**src/common/scpc_regs.svh**
```systemverilog
`ifndef SCPC_REGS_SVH
`define SCPC_REGS_SVH

// Register indices as carried in the instruction byte
`define SCPC_CORE_CFG_ADDR 5'h00
`define SCPC_IFACE_CFG_ADDR 5'h01

// Reset values
`define SCPC_CORE_CFG_RST 32'h0000_0000
`define SCPC_IFACE_CFG_RST 32'h0000_0800

// Field positions in core_config_word_one
`define SCPC_LSB_FIRST_BIT 0
`define SCPC_INPUT_ONLY_BIT 1

// Field positions in interface_config_word_two
`define SCPC_INT_COMMIT_BIT 23

// Instruction byte layout
`define SCPC_INSTR_READ_BIT 7
`define SCPC_INSTR_ADDR_MSB 4

// Timing
`define SCPC_CLK_PERIOD_NS 50
`define SCPC_SYNC_DIV 4
`define SCPC_SYNC_TICK_PHASE 2'h1
`define SCPC_COMMIT_SYNC_PERIODS 2
`define SCPC_COMMIT_PULSE_CYCLES (`SCPC_SYNC_DIV * `SCPC_COMMIT_SYNC_PERIODS)

`endif

```
**src/common/scpc_pkg.sv**
```systemverilog
package scpc_pkg;

    typedef enum logic [0:0] {
        PH_INSTR,
        PH_DATA
    } scpc_phase_type;

    typedef struct packed {
        logic [1:0] div;
        logic sclk_q;
        logic [2:0] commit_sync;
        logic [2:0] key_meta;
        logic [2:0] key_sync;
        logic [2:0] key_prev;
        logic [3:0] pulse_cnt;
        scpc_phase_type phase;
        logic [7:0] shift;
        logic [2:0] bit_cnt;
        logic [1:0] byte_cnt;
        logic rd;
        logic [4:0] addr;
        logic [31:0] rd_shift;
        logic dout;
        logic [31:0] buf_core;
        logic [31:0] buf_iface;
        logic [31:0] act_core;
        logic [31:0] act_iface;
    } scpc_state_type;

endpackage

```
**src/hw/scpc_top.sv**
```systemverilog
`timescale 1ns/1ns
`include "scpc_regs.svh"

// What this block does
// - Serial clock edges shift data and advance the serial state machine.
// - Chip select high releases both data outputs.
// - Chip select high freezes a transfer; it resumes when select returns low.
// - Core word bit 1 makes the data pin input only; clear means bidirectional.
// - Separate output only drives in two-line mode and carries read data.
// - Abort ends the transfer and resyncs the port, registers untouched.
// - After abort the next byte is an instruction byte.
// - Writes land in the buffer; a commit rising edge copies to active.
// - Commit pin is an input, an output when internal commit is enabled.
// - Core word bit 0 selects LSB-first for every byte, instruction included.
// - Highest register bit index is its most significant bit.
// - Sync clock is the system clock divided by four, driven out.
// - Commit sampled on sync clock, latency fixed when setup is met.
// - Any change on the keying-select pins also commits the buffer.
// - Instruction: bit 7 read, bits 6 and 5 ignored, bits 4 to 0 address.
// - Write bits taken on rising edges; read bits driven on falling edges.
// - Abort keeps completed buffer bytes and drops a partial byte.
module scpc_top
    import scpc_pkg::*;
(
    input wire logic clk_i, // System clock, 20 MHz
    input wire logic reset_n_i, // Asynchronous reset, active low
    input wire logic sclk_i, // Serial clock from host
    input wire logic cs_n_i, // Chip select, active low
    input wire logic sdio_i, // Data pin, input side
    output logic sdio_o, // Data pin, output side
    output logic sdio_oe_o, // Data pin drive enable
    output logic serial_data_output_o, // Separate read data pin
    output logic serial_data_output_oe_o, // Separate read data pin enable
    input wire logic io_abort_i, // Transfer abort, active high
    input wire logic commit_i, // Commit pin, input side
    output logic commit_o, // Commit pin, output side
    output logic commit_oe_o, // Commit pin drive enable
    input wire logic [2:0] keying_sel_i, // Keying-select pins
    output logic sync_clk_o, // System clock divided by four
    output logic [31:0] core_config_word_one_o, // Active core word
    output logic [31:0] interface_config_word_two_o // Active interface word
);

    scpc_state_type st_r;
    scpc_state_type st_nxt;

    logic sclk_rise;
    logic sclk_fall;
    logic sync_tick;
    logic lsb_first;
    logic input_only;
    logic int_commit;
    logic pulse_active;
    logic commit_src;
    logic commit_edge;
    logic key_edge;
    logic copy;
    logic reading;

    function automatic logic [31:0] put_byte(
        input logic [31:0] word,
        input logic [1:0] idx,
        input logic [7:0] b
    );
        logic [31:0] w;
        w = word;
        w[idx * 8 +: 8] = b;
        return w;
    endfunction

    function automatic logic [31:0] read_word(
        input logic [4:0] addr,
        input logic [31:0] core,
        input logic [31:0] iface
    );
        logic [31:0] w;
        w = 32'h0000_0000;
        if (addr == `SCPC_CORE_CFG_ADDR) begin
            w = core;
        end else if (addr == `SCPC_IFACE_CFG_ADDR) begin
            w = iface;
        end
        return w;
    endfunction

    // Serial clock is sampled like any other pin; at 20 MHz it must stay well below 10 MHz
    assign sclk_rise = sclk_i & ~st_r.sclk_q;
    assign sclk_fall = ~sclk_i & st_r.sclk_q;
    assign sync_tick = (st_r.div == `SCPC_SYNC_TICK_PHASE);
    assign lsb_first = st_r.act_core[`SCPC_LSB_FIRST_BIT];
    assign input_only = st_r.act_core[`SCPC_INPUT_ONLY_BIT];
    assign int_commit = st_r.act_iface[`SCPC_INT_COMMIT_BIT];
    assign pulse_active = (st_r.pulse_cnt != 4'h0);
    // Own pulse feeds the commit path directly so pin loading cannot distort it
    assign commit_src = int_commit ? pulse_active : commit_i;
    assign commit_edge = sync_tick & st_r.commit_sync[1] & ~st_r.commit_sync[2];
    assign key_edge = sync_tick & (st_r.key_sync != st_r.key_prev);
    assign copy = commit_edge | key_edge;
    assign reading = (st_r.phase == PH_DATA) & st_r.rd & ~cs_n_i & ~io_abort_i;

    always_comb begin
        logic [7:0] sh;
        logic [1:0] idx;
        sh = 8'h00;
        idx = 2'h0;
        st_nxt = st_r;
        st_nxt.div = st_r.div + 2'h1;
        st_nxt.sclk_q = sclk_i;
        if (st_r.pulse_cnt != 4'h0) begin
            st_nxt.pulse_cnt = st_r.pulse_cnt - 4'h1;
        end
        // Sampling on the sync tick gives fixed latency for strobes that meet setup
        if (sync_tick) begin
            st_nxt.commit_sync = {st_r.commit_sync[1:0], commit_src};
            st_nxt.key_meta = keying_sel_i;
            st_nxt.key_sync = st_r.key_meta;
            st_nxt.key_prev = st_r.key_sync;
        end
        if (copy) begin
            st_nxt.act_core = st_r.buf_core;
            st_nxt.act_iface = st_r.buf_iface;
        end
        if (io_abort_i) begin
            st_nxt.phase = PH_INSTR;
            st_nxt.bit_cnt = 3'h0;
            st_nxt.byte_cnt = 2'h0;
            st_nxt.shift = 8'h00;
        end else if (!cs_n_i) begin
            if (sclk_rise) begin
                if (lsb_first) begin
                    sh = {sdio_i, st_r.shift[7:1]};
                end else begin
                    sh = {st_r.shift[6:0], sdio_i};
                end
                st_nxt.shift = sh;
                st_nxt.bit_cnt = st_r.bit_cnt + 3'h1;
                if (st_r.bit_cnt == 3'h7) begin
                    if (st_r.phase == PH_INSTR) begin
                        st_nxt.rd = sh[`SCPC_INSTR_READ_BIT];
                        st_nxt.addr = sh[`SCPC_INSTR_ADDR_MSB:0];
                        st_nxt.phase = PH_DATA;
                        st_nxt.byte_cnt = 2'h0;
                        st_nxt.rd_shift = read_word(sh[`SCPC_INSTR_ADDR_MSB:0],
                            st_r.act_core, st_r.act_iface);
                    end else begin
                        // First byte on the wire is the top byte unless LSB first
                        idx = lsb_first ? st_r.byte_cnt : ~st_r.byte_cnt;
                        if (!st_r.rd && st_r.addr == `SCPC_CORE_CFG_ADDR) begin
                            st_nxt.buf_core = put_byte(st_r.buf_core, idx, sh);
                        end
                        if (!st_r.rd && st_r.addr == `SCPC_IFACE_CFG_ADDR) begin
                            st_nxt.buf_iface = put_byte(st_r.buf_iface, idx, sh);
                        end
                        st_nxt.byte_cnt = st_r.byte_cnt + 2'h1;
                        if (st_r.byte_cnt == 2'h3) begin
                            st_nxt.phase = PH_INSTR;
                            if (!st_r.rd && int_commit) begin
                                st_nxt.pulse_cnt = 4'(`SCPC_COMMIT_PULSE_CYCLES);
                            end
                        end
                    end
                end
            end
            if (sclk_fall && st_r.phase == PH_DATA && st_r.rd) begin
                if (lsb_first) begin
                    st_nxt.dout = st_r.rd_shift[0];
                    st_nxt.rd_shift = {1'b0, st_r.rd_shift[31:1]};
                end else begin
                    st_nxt.dout = st_r.rd_shift[31];
                    st_nxt.rd_shift = {st_r.rd_shift[30:0], 1'b0};
                end
            end
        end
    end

    always_ff @(posedge clk_i or negedge reset_n_i) begin
        if (!reset_n_i) begin
            st_r <= '0;
            st_r.phase <= PH_INSTR;
            st_r.buf_core <= `SCPC_CORE_CFG_RST;
            st_r.buf_iface <= `SCPC_IFACE_CFG_RST;
            st_r.act_core <= `SCPC_CORE_CFG_RST;
            st_r.act_iface <= `SCPC_IFACE_CFG_RST;
        end else begin
            st_r <= st_nxt;
        end
    end

    assign sdio_o = st_r.dout;
    assign sdio_oe_o = reading & ~input_only;
    assign serial_data_output_o = st_r.dout;
    assign serial_data_output_oe_o = reading & input_only;
    assign commit_o = pulse_active;
    assign commit_oe_o = int_commit;
    assign sync_clk_o = st_r.div[1];
    assign core_config_word_one_o = st_r.act_core;
    assign interface_config_word_two_o = st_r.act_iface;
endmodule

```
**config.mk**
```make
export PLATFORM = sky130hd
export DESIGN_NAME = scpc_top
export DESIGN_NICKNAME = d
export VERILOG_FILES = /design/src/common/scpc_pkg.sv /design/src/hw/scpc_top.sv
export VERILOG_INCLUDE_DIRS = /design/src /design/src/common
export SDC_FILE = /design/constraint.sdc
export NUM_CORES = 1
export LEC_CHECK = 0
export BUFFER_PORTS_ARGS = -buffer_cell sky130_fd_sc_hd__buf_2
export CORE_MARGIN = 3
export CORE_UTILIZATION = 48
export DETAILED_ROUTE_END_ITERATION = 10
export PLACE_DENSITY = 0.66
export SYNTH_ARGS = -nofsm -noshare
export SYNTH_HDL_FRONTEND = slang
export SYNTH_SLANG_ARGS = --single-unit
export TNS_END_PERCENT = 100
```
**constraint.sdc**
```tcl
create_clock -name clk_i -period 4.5 [get_ports clk_i]
set_clock_uncertainty 0.1 [all_clocks]
set_input_delay 0.225 -clock clk_i [delete_from_list [all_inputs] [get_ports clk_i]]
set_output_delay 0.225 -clock clk_i [all_outputs]
set_load 0.01 [all_outputs]
```
==> run_results.csv <==
group,metric,value,unit
synthesis,yosysWarnings,0,
pwr,power,3.397,mW
cells_and_area,num-fill-cells,1719,
cts,cts.htree.levels,4,
cells_and_area,area_growth,7.445,%
pwr,p_per_area,324.4,nW/um^2
timing,fin_crit,3.056,ns
timing,hold_violations,0,
detailed_routing,via_per_inst,5.550,
cells_and_area,drive_gt1_share,25.03,%
pwr,ir_drop,262.2,uV
worst_setup_path,worstPathMaxFanout,32,
cells_and_area,fin_nets,905,
placement,place_congestion,0.7897,
pwr,internal_power,2.641,mW
worst_setup_path,end_kind,"flop",
global_route,antenna_found_initial,0,
cts,cts_sinks,200,
detailed_routing,wirelength,21.80,mm
global_route,track_usage,20.56,%
detailed_routing,drt_iter0_markers,439,
cts,postCtsSetupRepairBufs,0,
die,die_x,148.5,microns
detailed_routing,ant_nets,0,
placement,place_area,9877,sq um
hold_path,hold_path.class,"input pin to flop",
timing,slew-limit-headroom,22.70,%
die,dieHeight,148.5,microns
global_route,grt_first_pass_wirelength,35.41,mm
pwr,clkPwrFrac,42.8,%
timing,fin_ws,1.444,ns
pwr,p_leak,4.618,nW
cts,clk_pin_slew,0.07,ns
cts,cts_buffer_depth,2,
synthesis,ys_top_cells_by_count,"198 x dfrtp_1, 165 x nand2_1, 70 x a21oi_1, 66 x buf_4, 59 x o21ai_0",
synthesis,synth_edf_count,0,
placement,port_buffers,80,
worst_setup_path,cp.arrival,3.29,ns
synthesis,ys_ff_latch,200,
die,dieArea,22050,sq um
synthesis,async_flop_share,100.0,%
timing,finalSetupViolCount,0,
worst_setup_path,required,4.74,ns
synthesis,synth_flop_cell,"dfrtp_1",
timing,grt_setup_unrepaired,"false",
timing,max_freq,0.3273,GHz
worst_setup_path,critPathBufInv,0,
global_route,grt_start_max_net_pins,104,
worst_setup_path,slowest_delay,0.91,ns
synthesis,syn_area,9747,sq um
synthesis,synth.most_common_cell,"dfrtp_1",
cts,cts_made_buffers,17,
cells_and_area,antenna_cells,0,
synthesis,synth_top_area_share,50.83,%
synthesis,synth_nets,906,
cts,clk_latency,0.44,ns
synthesis,synth_top_cell_by_area,"dfrtp_1",
pwr,pwr-share-comb,3.9,%
placement,dp_slack,1.356,ns
cells_and_area,fin_area,10470,sq um
timing,tightest_slew,1.151,ns
die,row_count,51,
worst_setup_path,critPathSlowestCell,"dfrtp_2",
die,coreArea,19720,sq um
pwr,power.switching,756.3,uW
cts,cts_tree,"built",
synthesis,synthDistinctLibCells,50,
detailed_routing,wl_per_cell,18.79,microns
worst_setup_path,path_delay_family,"simple AND/OR/NAND/NOR gates",
placement,dp_hpwl,13.95,mm
synthesis,seq_area_frac_synth,51.37,%
pwr,p_sw_share,22.26,%
run,max_cap_viol_count,0,
cts,cts_resized,0,
synthesis,syn_area_per_cell,11.00,sq um
worst_setup_path,start_kind,"flop",
detailed_routing,drc,0,
die,initial_core_util,49.43,%
status,outcome,"finished, final reports clean",
pwr,seq_power_share,53.3,%
synthesis,ys_top_cells_by_area,"dfrtp_1 51%, nand2_1 6.4%, mux2_4 6.2%",
cts,cts_root_buf,"clkbuf_16",
synthesis,synth_cells,886,
global_route,grt_overflow_total,0,
timing,drv_slew,0,
timing,holdWs,0.04876,ns
worst_setup_path,crit_chain,"xnor2_1, ha_1, nor3b_1, nand2_1, o21ai_0",
die,io-pin-count,81,
worst_setup_path,path_class,"flop to flop",
detailed_routing,first_pass_iters,5,
timing,tns,0,ns
timing,finalCritPeriodShare,67.90,%
global_route,first_global_vias,6382,
detailed_routing,vias,6438,
==> final cells by class <==
| class | count | area (sq um) | area share [%] |
|---|---|---|---|
| Tap cell | 265 | 331.6 | 3.166 |
| Timing Repair Buffer | 95 | 559.3 | 5.341 |
| Sequential cell | 200 | 5009 | 47.83 |
| Multi-Input combinational cell | 563 | 3998 | 38.17 |
| Clock inverter | 7 | 71.32 | 0.6810 |
| Clock buffer | 22 | 474.2 | 4.528 |
| Inverter | 8 | 30.03 | 0.2867 |
==> stage by stage <==
stage	utilization, %	instances
global placement	50.09	1126
detailed placement	50.09	1126
floorplan	-	886
finish	53.11	1160
CTS	53.11	1160
global route	53.11	1160
==> kinds of logic after synthesis <==
group | count (synthesis) | share of synthesized area, %
AOI/OAI and AO/OA | 178 | 11.26
xor gates and xnor gates | 7 | 0.7062
adders and majority gates | 10 | 1.284
buffers and inverters | 123 | 7.946
DFF | 200 | 51.37
muxes | 129 | 15.91
and+or+nand+nor | 239 | 11.53
==> cells in the final DEF (no fill, tap or decap), drive strengths merged, types with 5 or more instances in the layout <==
master         n
dfrtp        198
nand2        165
buf           89
mux2          87
a21oi         70
o21ai         64
mux2i         42
o32a          30
nor2          23
clkbuf        23
ha            10
nand4          9
inv            9
nand3          6
nand3b         6
a211oi         5
nor3           5
dlygate4sd3    5
nor4bb         5
nor4b          5
==> power groups by stage <==
stage,logic [mW],clock network (mW),registers [mW]
global route,0.144,1.56,1.81
finish,0.131,1.45,1.81
detailed placement,0.131,0,1.85
floorplan,0.0699,0,1.84
CTS,0.135,1.48,1.81
global placement,0.130,0,1.85
==> worst min-delay path: stages <==
cell and delay [ns]:
buf_2 0.07, mux2_2 0.13, mux2_2 0.13
==> routing by layer <==
metal / global-route usage [%] / vias to the layer above / routed length [microns]
met5: 0 / - / 0
met4: 6.051 / 0 / 388
met3: 4.113 / 28 / 837
met2: 33.42 / 123 / 10460
met1: 28.15 / 3251 / 10110
li1: - / 3036 / -
==> repair_timing <==
item                                   CTS  global route
setup endpoints to repair                0             0
hold buffers                             5             0
endpoints found under the hold margin  104             0
==> path summary, 6_finish.rpt <==
check | end | depth (start not counted) | slack [ns] | from
min reg2reg | st_r[198]$_DFF_PN0_ | 1 | 0.34 | st_r[198]$_DFF_PN0_
min in group asynchronous | interface_config_word_two_o[20]$_DFFE_PN0P_ | 2 | 0.34 | reset_n_i
max reg2reg | flop | 5 | 1.44 | core_config_word_one_o[0]$_DFFE_PN0P_
min | st_r[194]$_DFFE_PN0P_ | 3 | 0.05 | commit_i
max in group asynchronous | core_config_word_one_o[0]$_DFFE_PN0P_ | 3 | 2.87 | reset_n_i
max | flop | 5 | 1.44 | core_config_word_one_o[0]$_DFFE_PN0P_
(Power assumes the default switching activity.)
